[src/core/tdg_pkg.sv]
// shared constants and types for the tape delay and gap timing block
package tdg_pkg;
  localparam int CLK_MHZ            = 250;
  localparam int POST_PERIOD_US     = 20;
  localparam logic [15:0] POST_PERIOD_CYC = 16'(POST_PERIOD_US * CLK_MHZ);
  // half character periods in clock cycles, selected by density code
  localparam logic [15:0] TB_200  = 16'h3d09;
  localparam logic [15:0] TB_556  = 16'h15f5;
  localparam logic [15:0] TB_800  = 16'h0f42;
  localparam logic [15:0] TB_1600 = 16'h07a1;
  localparam logic [7:0]  PRD_PE   = 8'h0f;
  localparam logic [7:0]  PRD_NRZI = 8'h19;
  localparam logic [7:0]  PRD_RD   = 8'h0a;
  localparam logic [7:0]  EOT_PAT  = 8'haa;
  localparam logic [7:0]  LOW_FILL = 8'hff;
  localparam logic [3:0]  GAP_WIN  = 4'h6;
  localparam logic [15:0] RAMP_CNT = 16'h0100;
  localparam logic [7:0]  RST_GAP  = 8'h04;
  // register byte addresses
  localparam logic [7:0] A_CTRL   = 8'h00;
  localparam logic [7:0] A_COUNT  = 8'h04;
  localparam logic [7:0] A_GAP    = 8'h08;
  localparam logic [7:0] A_STATUS = 8'h0c;
  localparam logic [7:0] A_PRD    = 8'h10;
  localparam logic [7:0] A_SEARCH = 8'h14;
  // control command codes (written into ctrl bits 2:0 with bit 31 as go)
  localparam logic [2:0] CMD_DELAY = 3'h1;
  localparam logic [2:0] CMD_ID    = 3'h2;
  localparam logic [2:0] CMD_GAP   = 3'h3;
  localparam logic [2:0] CMD_END   = 3'h4;
  localparam logic [2:0] CMD_ABORT = 3'h5;
  localparam logic [2:0] CMD_DENS  = 3'h6;
  typedef enum logic [7:0] {
    TDG_IDLE  = 8'h01,
    TDG_DELAY = 8'h02,
    TDG_IDW   = 8'h04,
    TDG_GAP   = 8'h08,
    TDG_POST  = 8'h10,
    TDG_RAMP  = 8'h20,
    TDG_DONE  = 8'h40,
    TDG_DEC   = 8'h80
  } tdg_state_e;
  typedef struct packed {
    logic eot;
    logic read_status;
    logic read_signal;
    logic new_cmd;
    logic file_mark;
    logic forward;
    logic search;
    logic file_search;
  } tdg_tape_s;
endpackage

[src/core/tdg_top.sv]
// delay, id burst, gap detect and ending sequence timing block
//
// The implementer's own choices: the AHB-Lite register port and the register addresses.
`timescale 1ns/1ps
module tdg_top (
  input  wire logic               hclk,
  input  wire logic               hresetn,
  input  wire logic               hsel,
  input  wire logic [31:0]        haddr,
  input  wire logic [1:0]         htrans,
  input  wire logic               hwrite,
  input  wire logic [2:0]         hsize,
  input  wire logic [31:0]        hwdata,
  input  wire logic               hready,
  output logic                    hreadyout,
  output logic                    hresp,
  output logic [31:0]             hrdata,
  input  wire tdg_pkg::tdg_tape_s tape,
  input  wire logic [1:0]         density_select_command,
  input  wire logic [1:0]         density_strap,
  output logic                    parity_write,
  output logic                    read_request,
  output logic                    hard_error,
  output logic                    tape_motion,
  output logic                    busy
);
  import tdg_pkg::*;

  tdg_state_e  state_r;
  logic [15:0] period_r;
  logic [15:0] period_nxt;
  logic [15:0] timer_r;
  logic        timing_latch_status;
  logic        timer_period_strobe;
  logic        timing_latch_clear_strobe;
  logic [7:0]  count_low_byte;
  logic [7:0]  count_high_byte;
  logic [7:0]  search_indicator;
  logic [7:0]  gap_count_store;
  logic [7:0]  gap_count_working;
  logic [7:0]  post_record_delay_store;
  logic [3:0]  win_r;
  logic        gap_flag;
  logic        half_r;
  logic        format_r;
  logic        stopped_r;
  logic [2:0]  cmd_r;
  logic        go_r;
  logic        wr_pend_r;
  logic [7:0]  wa_r;
  logic [7:0]  ra;
  logic        tick;
  logic        cnt_zero;

  // timing latch poll result; clearing happens same cycle it is seen
  assign tick     = timing_latch_status;
  assign cnt_zero = (count_low_byte | count_high_byte) == 8'h00;

  function automatic logic [15:0] tb_sel(input logic [1:0] cmd, input logic [1:0] strap);
    logic [1:0] code;
    code = cmd ^ strap;
    case (code)
      2'h0:    tb_sel = TB_1600;
      2'h1:    tb_sel = TB_800;
      2'h2:    tb_sel = TB_556;  // fractional divide, slightly slow
      default: tb_sel = TB_200;
    endcase
  endfunction

  // --- ahb-lite slave, zero wait states ---
  assign ra = haddr[7:0];
  always_ff @(posedge hclk or negedge hresetn) begin
    if (!hresetn) begin
      wr_pend_r <= 1'b0;
      wa_r      <= 8'h00;
    end else if (hready) begin
      wr_pend_r <= hsel && htrans[1] && hwrite;
      wa_r      <= ra;
    end
  end

  always_ff @(posedge hclk or negedge hresetn) begin
    if (!hresetn) begin
      hrdata <= 32'h0000_0000;
    end else if (hready && hsel && htrans[1] && !hwrite) begin
      if (ra == A_CTRL) begin
        hrdata <= {24'h000000, state_r};
      end else if (ra == A_COUNT) begin
        hrdata <= {16'h0000, count_high_byte, count_low_byte};
      end else if (ra == A_GAP) begin
        hrdata <= {24'h000000, gap_count_store};
      end else if (ra == A_STATUS) begin
        hrdata <= {24'h000000, busy, stopped_r, format_r, hard_error, gap_flag,
                   read_request, tape_motion, parity_write};
      end else if (ra == A_PRD) begin
        hrdata <= {24'h000000, post_record_delay_store};
      end else if (ra == A_SEARCH) begin
        hrdata <= {24'h000000, search_indicator};
      end else begin
        hrdata <= 32'h0000_0000;
      end
    end
  end

  always_ff @(posedge hclk or negedge hresetn) begin
    if (!hresetn) begin
      hreadyout <= 1'b1;
      hresp     <= 1'b0;
    end else begin
      hreadyout <= 1'b1;
      hresp     <= 1'b0;
    end
  end

  // command capture; the sequencer drops a go pulse unless idle or decelerating
  always_ff @(posedge hclk or negedge hresetn) begin
    if (!hresetn) begin
      go_r  <= 1'b0;
      cmd_r <= 3'h0;
    end else begin
      go_r <= wr_pend_r && (wa_r == A_CTRL) && hwdata[31];
      if (wr_pend_r && (wa_r == A_CTRL)) begin
        cmd_r <= hwdata[2:0];
      end
    end
  end

  // --- timer: programmable period, sets the latch ---
  // new period goes straight into the counter, else first period runs stale
  always_comb begin
    period_nxt = period_r;
    if (timer_period_strobe) begin
      if (state_r == TDG_DONE || state_r == TDG_POST || state_r == TDG_RAMP) begin
        period_nxt = POST_PERIOD_CYC;
      end else begin
        period_nxt = tb_sel(density_select_command, density_strap);
      end
    end
  end

  always_ff @(posedge hclk or negedge hresetn) begin
    if (!hresetn) begin
      period_r <= TB_1600;
    end else begin
      period_r <= period_nxt;
    end
  end

  always_ff @(posedge hclk or negedge hresetn) begin
    if (!hresetn) begin
      timer_r             <= 16'h0000;
      timing_latch_status <= 1'b0;
    end else begin
      if (timer_period_strobe) begin
        timer_r <= period_nxt;
      end else if (timer_r == 16'h0001 || timer_r == 16'h0000) begin
        timer_r <= period_r;
      end else begin
        timer_r <= timer_r - 16'h0001;
      end
      // set wins over the clear strobe; a period strobe wins over set
      if (timer_r == 16'h0001 && !timer_period_strobe) begin
        timing_latch_status <= 1'b1;
      end else if (timing_latch_clear_strobe || timer_period_strobe) begin
        timing_latch_status <= 1'b0;
      end
    end
  end

  assign timing_latch_clear_strobe = tick;
  assign timer_period_strobe = go_r || (state_r == TDG_DONE);

  // --- main sequencer ---
  always_ff @(posedge hclk or negedge hresetn) begin
    if (!hresetn) begin
      state_r <= TDG_IDLE;
    end else begin
      case (state_r)
        TDG_IDLE, TDG_DEC: begin
          if (go_r) begin
            case (cmd_r)
              CMD_DELAY: state_r <= TDG_DELAY;
              CMD_ID:    state_r <= TDG_IDW;
              CMD_GAP:   state_r <= TDG_GAP;
              CMD_END:   state_r <= TDG_DONE;
              CMD_ABORT: state_r <= TDG_DONE;
              default:   state_r <= TDG_IDLE;
            endcase
          end else if (state_r == TDG_DEC) begin
            state_r <= TDG_IDLE;
          end
        end
        TDG_DELAY: begin
          if (cnt_zero) begin
            state_r <= TDG_IDLE;
          end
        end
        TDG_IDW: begin
          if (cnt_zero) begin
            state_r <= TDG_IDLE;
          end
        end
        TDG_GAP: begin
          if (!tape.read_status) begin
            state_r <= TDG_DEC;
          end else if (tick && win_r == 4'h1 && gap_flag &&
                       gap_count_working == 8'h01) begin
            if (tape.file_search && search_indicator == EOT_PAT) begin
              state_r <= TDG_DONE;
            end else begin
              state_r <= TDG_IDLE;
            end
          end
        end
        TDG_DONE: state_r <= TDG_POST;
        TDG_POST: begin
          if (cnt_zero) begin
            if (tape.search && !tape.file_mark &&
                !(tape.forward && search_indicator == EOT_PAT)) begin
              state_r <= TDG_GAP;
            end else begin
              state_r <= TDG_RAMP;
            end
          end
        end
        TDG_RAMP: begin
          if (cnt_zero) begin
            state_r <= tape.new_cmd ? TDG_DEC : TDG_IDLE;
          end
        end
        default: state_r <= TDG_IDLE;
      endcase
    end
  end

  // 16-bit countdown shared by delay, id burst, post delay and ramp
  always_ff @(posedge hclk or negedge hresetn) begin
    if (!hresetn) begin
      count_low_byte  <= 8'h00;
      count_high_byte <= 8'h00;
    end else if (wr_pend_r && wa_r == A_COUNT) begin
      count_low_byte  <= hwdata[7:0];
      count_high_byte <= hwdata[15:8];
    end else if (state_r == TDG_DONE) begin
      count_low_byte  <= post_record_delay_store;
      count_high_byte <= 8'h00;
    end else if (state_r == TDG_POST && cnt_zero) begin
      count_low_byte  <= RAMP_CNT[7:0];
      count_high_byte <= RAMP_CNT[15:8];
    end else if (tick && !cnt_zero && (state_r == TDG_DELAY || state_r == TDG_POST ||
                 state_r == TDG_RAMP || (state_r == TDG_IDW && half_r))) begin
      if (count_low_byte == 8'h00) begin
        count_low_byte  <= LOW_FILL;
        count_high_byte <= count_high_byte - 8'h01;
      end else begin
        count_low_byte <= count_low_byte - 8'h01;
      end
    end
  end

  // id burst: zero half then one half, inverse polarity
  always_ff @(posedge hclk or negedge hresetn) begin
    if (!hresetn) begin
      half_r       <= 1'b0;
      parity_write <= 1'b1;
    end else if (state_r == TDG_IDW && !cnt_zero) begin
      parity_write <= half_r;
      if (tick) begin
        half_r <= !half_r;
      end
    end else begin
      half_r       <= 1'b0;
      parity_write <= 1'b1;
    end
  end

  // gap detector
  always_ff @(posedge hclk or negedge hresetn) begin
    if (!hresetn) begin
      gap_count_store <= RST_GAP;
    end else if (wr_pend_r && wa_r == A_GAP) begin
      gap_count_store <= hwdata[7:0];
    end
  end

  always_ff @(posedge hclk or negedge hresetn) begin
    if (!hresetn) begin
      gap_count_working <= 8'h00;
      win_r             <= 4'h0;
      gap_flag          <= 1'b0;
    end else if (state_r != TDG_GAP) begin
      gap_count_working <= gap_count_store;
      win_r             <= GAP_WIN;
      gap_flag          <= 1'b1;
    end else if (tape.read_signal) begin
      gap_flag <= 1'b0;
      if (tick && win_r == 4'h1) begin
        win_r <= GAP_WIN;
      end else if (tick) begin
        win_r <= win_r - 4'h1;
      end
    end else if (tick) begin
      if (win_r != 4'h1) begin
        win_r <= win_r - 4'h1;
      end else begin
        win_r    <= GAP_WIN;
        gap_flag <= 1'b1;
        if (gap_flag) begin
          gap_count_working <= gap_count_working - 8'h01;
        end
      end
    end
  end

  // search indicator, eot watch in every countdown and gap pass
  always_ff @(posedge hclk or negedge hresetn) begin
    if (!hresetn) begin
      search_indicator <= 8'h00;
    end else if (tape.eot && state_r != TDG_IDLE) begin
      search_indicator <= EOT_PAT;
    end else if (state_r == TDG_RAMP && cnt_zero && !tape.new_cmd) begin
      search_indicator <= 8'h00;
    end else if (wr_pend_r && wa_r == A_SEARCH) begin
      search_indicator <= hwdata[7:0];
    end
  end

  // density decode stores post-record delay
  always_ff @(posedge hclk or negedge hresetn) begin
    if (!hresetn) begin
      post_record_delay_store <= PRD_PE;
      format_r                <= 1'b0;
    end else if (go_r && cmd_r == CMD_DENS) begin
      format_r <= (density_select_command ^ density_strap) == 2'h0;
      if ((density_select_command ^ density_strap) == 2'h0) begin
        post_record_delay_store <= PRD_PE;
      end else begin
        post_record_delay_store <= PRD_NRZI;
      end
    end else if (wr_pend_r && wa_r == A_PRD) begin
      post_record_delay_store <= hwdata[7:0];
    end
  end

  // control and indicators; format status survives the idle reset
  always_ff @(posedge hclk or negedge hresetn) begin
    if (!hresetn) begin
      read_request <= 1'b0;
      hard_error   <= 1'b0;
      tape_motion  <= 1'b0;
      stopped_r    <= 1'b1;
      busy         <= 1'b0;
    end else begin
      busy <= state_r != TDG_IDLE;
      if (state_r == TDG_GAP && !tape.read_status) begin
        hard_error   <= 1'b1;
        read_request <= 1'b0;
      end else if (state_r == TDG_GAP) begin
        read_request <= 1'b1;
      end
      if (state_r == TDG_RAMP && cnt_zero) begin
        stopped_r   <= 1'b1;
        tape_motion <= 1'b0;
        if (!tape.new_cmd) begin
          hard_error   <= 1'b0;
          read_request <= 1'b0;
        end
      end else if (state_r == TDG_DELAY || state_r == TDG_GAP || state_r == TDG_IDW) begin
        tape_motion <= 1'b1;
        stopped_r   <= 1'b0;
      end
    end
  end

  a_delay_end: assert property (@(posedge hclk) disable iff (!hresetn)
    state_r == TDG_DELAY && cnt_zero |=> state_r == TDG_IDLE)
    else $error("delay did not end at zero count");
  a_low_reload: assert property (@(posedge hclk) disable iff (!hresetn)
    state_r == TDG_DELAY && tick && count_low_byte == 8'h00 && count_high_byte != 8'h00
    |=> count_low_byte == 8'hff && count_high_byte == $past(count_high_byte) - 8'h01)
    else $error("low byte reload wrong");
  a_low_dec: assert property (@(posedge hclk) disable iff (!hresetn)
    state_r == TDG_DELAY && tick && count_low_byte != 8'h00 && !wr_pend_r
    |=> count_low_byte == $past(count_low_byte) - 8'h01)
    else $error("low byte did not decrement");
  a_latch_clear: assert property (@(posedge hclk) disable iff (!hresetn)
    tick && timer_r != 16'h0001 |=> !timing_latch_status)
    else $error("timing latch not cleared");
  a_eot_load: assert property (@(posedge hclk) disable iff (!hresetn)
    tape.eot && state_r == TDG_DELAY |=> search_indicator == 8'haa)
    else $error("eot not registered");
  a_gap_copy: assert property (@(posedge hclk) disable iff (!hresetn)
    state_r == TDG_IDLE ##1 state_r == TDG_IDLE |-> gap_count_working == $past(gap_count_store))
    else $error("gap count not copied");
  a_hard_err: assert property (@(posedge hclk) disable iff (!hresetn)
    state_r == TDG_GAP && !tape.read_status |=> hard_error && !read_request
    && state_r == TDG_DEC)
    else $error("read status loss not handled");
  a_end_load: assert property (@(posedge hclk) disable iff (!hresetn)
    state_r == TDG_DONE |=> state_r == TDG_POST && count_low_byte ==
    $past(post_record_delay_store) && period_r == POST_PERIOD_CYC)
    else $error("post delay setup wrong");
  a_ramp_stop: assert property (@(posedge hclk) disable iff (!hresetn)
    state_r == TDG_RAMP && cnt_zero |=> stopped_r && !tape_motion)
    else $error("tape not stopped after ramp");
  c_delay: cover property (@(posedge hclk) state_r == TDG_DELAY ##1 state_r == TDG_IDLE);
  c_id: cover property (@(posedge hclk) state_r == TDG_IDW && tick && half_r);
  c_gap: cover property (@(posedge hclk) state_r == TDG_GAP ##1 state_r == TDG_IDLE);
  c_ramp: cover property (@(posedge hclk) state_r == TDG_RAMP ##1 state_r == TDG_DEC);
endmodule
[config.mk]
export PLATFORM = sky130hd
export DESIGN_NAME = tdg_top
export DESIGN_NICKNAME = d
export VERILOG_FILES = /design/src/core/tdg_pkg.sv /design/src/core/tdg_top.sv
export SDC_FILE = /design/constraint.sdc
export NUM_CORES = 1
export LEC_CHECK = 0
export CORE_MARGIN = 5
export CORE_UTILIZATION = 58
export CTS_CLUSTER_DIAMETER = 30
export DETAILED_ROUTE_END_ITERATION = 8
export DONT_BUFFER_PORTS = 1
export GPL_TIMING_DRIVEN = 0
export HOLD_SLACK_MARGIN = 0.1
export PLACE_DENSITY = 0.83
export SLEW_MARGIN = 25
export SYNTH_ARGS = -nofsm -noshare
export SYNTH_HDL_FRONTEND = slang
export SYNTH_SLANG_ARGS = --single-unit
[constraint.sdc]
create_clock -name hclk -period 2.2 [get_ports hclk]
set_input_delay 0.44 -clock hclk [delete_from_list [all_inputs] [get_ports hclk]]
set_output_delay 0.44 -clock hclk [all_outputs]
set_load 0.01 [all_outputs]
* After elaboration in Yosys (flattened, before gate mapping)
Index checks and enable logic that the tools add are counted.
** Word-level totals
- Register bits after elaboration :: 147
- Input bits :: 86
- Output and inout bits :: 39
- Logic and storage cells :: 214
** Cells by class
- Add/sub/neg operators :: 5
- Eq/ne operators :: 41
- Multiplexer cells :: 70
- Bitwise logic cells :: 2
- Reductions and logical operators :: 71
** Operators with widths (number)
- 8-bit two-way mux :: 31
- 32-bit two-way mux :: 3
- 16-bit two-way mux :: 3
- 8-bit one-hot mux with 6 select lines :: 1
- 14-bit one-hot mux with 3 select lines :: 1
- 8-bit by 5-bit equality test with 1-bit output (second input constant) :: 5
- 8-bit by 4-bit equality test with 1-bit output (second input constant) :: 4
- 8-bit logical NOT :: 4
- 1-bit logical AND :: 29
- 7-bit one-hot mux with 4 select lines :: 1
- 8-bit by 3-bit equality test with 1-bit output (second input constant) :: 3
- 4-bit two-way mux :: 6
- 8-bit by 1-bit subtractor with 8-bit output (second input constant) :: 3
- 1-bit two-way mux :: 20
- 16-bit by 1-bit equality test with 1-bit output (second input constant) :: 1
- 8-bit by 1-bit equality test with 1-bit output (second input constant) :: 2
- 8-bit equality test (second input constant) :: 2
- 16-bit logical NOT :: 1
- 16-bit by 1-bit subtractor with 16-bit output (second input constant) :: 1
- 14-bit two-way mux :: 1
- 1-bit logical OR :: 10
- 2-bit nonzero test :: 5
- 3-bit equality test (second input constant) :: 3
- 3-bit != test (second input constant) :: 3
- 27 further kinds :: 46

* Depth between registers and ports, before layout
- Depth in word-level cells :: 9
- Depth in mapped cells :: 9
- Depth with buffers taken out :: 8

* Worst setup path after synthesis
No wires, ideal clock.
- Path kind :: reg2reg
- Start :: reg timer_r[13]
- End :: reg timer_r[7]
- Setup time :: 153 ps
- Arrival :: 2064 ps
- Data required time :: 2047 ps
- Slack :: -17 ps
- Cell stages (with the launch flop) :: 8
- Buffers on the path :: 2
- Clock period less this slack :: 2217 ps
- Cells stage by stage :: dfrtp_1 or3_1 or3_1 or4_4 buf_6 buf_6 o21ai_1 a22oi_1
** On the way
- Cells in the longest elaborated chain, start to end :: 4
- Elaborated cells between the ends (all ways) :: 5
- Classes of those cells :: eq/ne: 1; mux: 2; reduce/logical: 2
** RTL lines
- from (decl) :: RTL line tdg_top.sv:32 : logic [15:0] timer_r;
- from (signal assigned) :: RTL line tdg_top.sv:155 : timer_r <= period_nxt;
- from (signal assigned) :: RTL line tdg_top.sv:157 : timer_r <= period_r;
- from (signal assigned) :: RTL line tdg_top.sv:159 : timer_r <= timer_r - 16'h0001;
- 16-bit by 1-bit equality test with 1-bit output / 16-bit logical NOT (equally long branches) :: RTL line tdg_top.sv:156 : end else if (timer_r == 16'h0001 || timer_r == 16'h0000) begin
- 1-bit logical OR (*) :: RTL line tdg_top.sv:156
- 16-bit two-way mux (*) :: RTL line tdg_top.sv:156
- 16-bit two-way mux (*) :: RTL line tdg_top.sv:154 : if (timer_period_strobe) begin
Every way passes the cells marked *; elsewhere a longest branch is shown, timed or not.
A chain may end at the register's enable or synchronous reset.

* Worst setup path after layout
- Start :: reg count_high_byte[5]
- End :: reg count_low_byte[3]
** On the way
- Cells in the longest elaborated chain, start to end :: 6
- Elaborated cells between the ends (all ways) :: 10
- Classes of those cells :: mux: 3; bitwise: 1; reduce/logical: 6
** RTL lines
- from (decl) :: RTL line tdg_top.sv:37 : logic [7:0] count_high_byte;
- from (signal assigned) :: RTL line tdg_top.sv:243 : count_high_byte <= hwdata[15:8];
- from (signal assigned) :: RTL line tdg_top.sv:249 : count_high_byte <= RAMP_CNT[15:8];
- from (signal assigned) :: RTL line tdg_top.sv:254 : count_high_byte <= count_high_byte - 8'h01;
- 8-bit OR (*) :: RTL line tdg_top.sv:57 : assign cnt_zero = (count_low_byte | count_high_byte) == 8'h00;
- 8-bit logical NOT (*) :: RTL line tdg_top.sv:57
- 1-bit logical AND / 1-bit logical NOT (equally long branches) :: RTL line tdg_top.sv:247, tdg_top.sv:250
- 8-bit two-way mux / 1-bit logical AND (equally long branches) :: RTL line tdg_top.sv:247, tdg_top.sv:250
- 8-bit two-way mux / 1-bit logical AND (equally long branches) :: RTL line tdg_top.sv:244, tdg_top.sv:250
- 8-bit two-way mux / 4-bit nonzero test (equally long branches)
- to (signal assigned) :: RTL line tdg_top.sv:242 : count_low_byte <= hwdata[7:0];
- to (signal assigned) :: RTL line tdg_top.sv:245 : count_low_byte <= post_record_delay_store;
- to (signal assigned) :: RTL line tdg_top.sv:248 : count_low_byte <= RAMP_CNT[7:0];
- to (decl) :: RTL line tdg_top.sv:36 : logic [7:0] count_low_byte;
Marked as above.

==> summary.txt <==
CTS
  – Worst-skew pair later-pin latency: around 0.42 ns
  – Clk buf depth: 2
  – TritonCTS Buffers: 17
  – Total number of H-tree levels: 4
  – TritonCTS Sinks: ~130
  – CTS root buf: clkbuf_16
  – CTS tree: done
  – CTS clock-pin slew for the worst setup and hold paths: around 0.06 ns

Setup path
  – Crit path top cell by count: nand2_2
  – Top delay family on crit path: simple AND/OR/NAND/NOR gates
  – CP arrival: 2.68 ns
  – Setup CP Type: reg2reg
  – Worst Setup Start Kind: flop
  – Max incr delay on CP: ~0.64 ns
  – Bufs and invs on worst path: 0
  – Reg2reg path depth: 5
  – CP Cell Sequence: or4_4 > or4b_4 > nand2_2 > nand2_2 > o221a_1
  – Setup crit end: count_low_byte[3]
  – Setup crit end kind: flop
  – Worst-path fanout max: 8
  – Crit-path slowest cell: or4b_4
  – CP startpoint: count_high_byte[5]
  – Reg2reg end: count_low_byte[3]
  – Reg2Reg Setup Slack: -0.17 ns
  – Stages on worst setup path: 5
  – Worst r2r src: count_high_byte[5]
  – WP data required: approximately 2.5 ns

Yosys
  – Number of synthesis warnings: 0
  – FFs w/ async S/R, synth: 1.00
  – Synth top area cells: dfrtp_1, nand2_1, dfstp_2, o21ai_0, a21oi_1
  – Cells after Synth: 797
  – Yosys top cell area share: 0.398
  – Sequential area share after synthesis: 0.448
  – Commonest cells post-synth: dfrtp_1, nand2_1, nor2_1, o21ai_0, a21oi_1
  – Post-synth top flop: dfrtp_1
  – Post-synth top area cell: dfrtp_1
  – Mean Syn Cell Area: between 9 and 10 um^2
  – Count of different cell masters after synthesis: a little under 80
  – Post-synth EDFFs: 0
  – Post-synthesis instance area: roughly 7400 um^2
  – #FFs+latches synth: approximately 130
  – Count leader, synth: dfrtp_1

Place
  – Pre-CTS setup slack: -0.484 ns
  – Placed cells: 985
  – Buffers added on ports: 0
  – GPL Wtd Cong: 0.985
  – Final HPWL DP: approximately 14,000 um
  – Placed instance area: between 7000 and 8000 um^2

Layout
  – Share of layout cells above drive strength 1: 0.273
  – Nets: between 900 and 1,000
  – Area taken by multi-input logic gates: between 4000 and 5000 um^2
  – Fin util: 0.728
  – Sequential standard cell area: 3300 um^2
  – Inserted Diodes: 0
  – # fillers: 828
  – Post-Layout Cell Count: around 1,100
  – Post-route cell area: approximately 9100 um^2
  – Layout area overhead: 23.7%

Flow run
  – Number of max-cap violations: 0

STA
  – Max_slew headroom: 0.521
  – Worst Clk Skew: ~0.0056 ns
  – Slew Limit Fails: 0
  – Worst slew pin tran: slightly above 0.7 ns
  – Hold_ws: -0.293 ns
  – Final setup vio count: 31
  – Min Tclk post-route: between 2 and 2.5 ns
  – Fmax achieved: between 400 and 500 MHz
  – Final worst-path setup slack: -0.173 ns
  – Fin crit share: 1.08
  – RSZ-0062 raised after global routing: yes
  – Fin. Hold Viols: 131

Routing
  – Via count: between 6,000 and 7,000
  – DR pass1 iterations: 5
  – Final WL: around 22,000 um
  – Post-DRT Antenna Nets: 0
  – Vias/cell: between 6 and 7
  – DRT iter0 DRCs: 688
  – Detailed-route DRC error count: 0
  – Drt wl/cell: between 20 and 25 um

Global route
  – Vias in the first global route: about 6,300
  – Antenna violations before repair: 0
  – GRT Total Usage: 0.285
  – Congestion Overflow GR: 0
  – Largest net degree at the start of global routing: around 130
  – First-pass GRT wire length: 32,900 um

Die
  – Die Area: ~15,000 um^2
  – Core Region: between 10,000 and 15,000 um^2
  – FP Rows: between 40 and 50
  – Initial core utilization: 0.588
  – Die Y: between 100 and 150 um
  – Die width: roughly 120 um
  – Top Ports: 125

Min path
  – Hold WC Path Type: in2async

Power and ir drop
  – Static Leak: approximately 0.0040 uW
  – Tot Pwr: 6890 uW
  – Power Dens Cells: between 700 and 800 nW/um^2
  – Worst vdd ir: ~0.53 mV

Run status
  – Status: finished, violations left
  – Failing checks: negative hold slack, negative setup slack
how the worst min path moves through the flow:
| stage | to | slack [ns] |
|---|---|---|
| after global placement | gap_count_working[4] | 0.15 |
| after CTS | wr_pend_r | -0.30 |
| after global routing | gap_count_working[4] | -0.31 |
| after floorplan | busy | 0.14 |
| after detailed placement | gap_count_working[4] | 0.15 |
| final | gap_count_working[2] | -0.29 |
metrics by stage:
stage	setup TNS, ns	hold slack [ns]
3_5_place_dp	-21.78	0.147
5_1_grt	-4.19	-0.305
6_report	-2.54	-0.293
2_1_floorplan	0	0.144
3_3_place_gp	-19.93	0.147
4_1_cts	-1.44	-0.302
sequential cells by signal (all words and copies together), names as in the netlist, 3 cells and up:
| signal | flops |
|---|---|
| hrdata | 16 |
| period_r | 16 |
| timer_r | 16 |
| count_high_byte | 8 |
| count_low_byte | 8 |
| gap_count_store | 8 |
| gap_count_working | 8 |
| post_record_delay_store | 8 |
| search_indicator | 8 |
| state_r | 8 |
| wa_r | 8 |
| win_r | 4 |
| cmd_r | 3 |
repair_timing:
item / CTS / global route
gates resized for setup: 41 / 114
endpoints found under the hold margin: 131 / 131
pin swaps: 19 / 35
endpoints found under the setup margin: 74 / 59
buffers inserted: 26 / 16
cloned: 1 / 2
layout make-up:
type / instances / area share
Multi-Input combinational cell: 609 / 0.465
Sequential cell: 131 / 0.363
Clock buffer: 27 / 0.0563
Timing Repair Buffer: 44 / 0.0437
Buffer: 48 / 0.0346
Tap cell: 172 / 0.0236
Inverter: 20 / 0.00824
Clock inverter: 5 / 0.00550
placed cells by master (no fill, tap or decap), types with 6 or more instances in the layout:
cell,instances
ha_1,14
mux2_2,20
buf_6,12
o2bb2a_4,6
o21ai_0,49
clkbuf_1,18
dfrtp_1,112
nand2b_1,8
nor2_2,6
and3_1,9
xnor2_1,17
nor2_1,61
o21ai_2,13
dfstp_2,14
nor3_1,18
a21oi_1,44
buf_4,50
xor2_1,9
nand2_1,101
o22ai_1,10
clkbuf_16,18
inv_1,17
o21ai_1,10
a22o_1,16
nand3_1,23
a21oi_4,6
a22oi_1,7
nand4_1,8
conb_1,18
mux2i_1,15
cells by family after synthesis:
family / count (synthesis) / share of synthesized area
mux: 35 / 0.0510
fa+ha+maj: 15 / 0.0255
compound gates: 207 / 0.177
buf+inv: 73 / 0.0498
xor+xnor: 26 / 0.0309
other cells: 2 / 0.00102
flops: 131 / 0.448
simple gates: 308 / 0.217
power by group:
part | leakage [uW] | switching, uW | total (uW) | internal, uW
sequential | 0.00155 | 356 | 3070 | 2710
clock | 0.000281 | 1020 | 2710 | 1700
combinational | 0.00217 | 577 | 1100 | 528
metal layers:
metal,track usage,wire length (um)
met5,0,0
met4,0.143,999
met3,0.0696,2090
met2,0.440,10200
met1,0.377,8530
(Power assumes the default switching activity.)
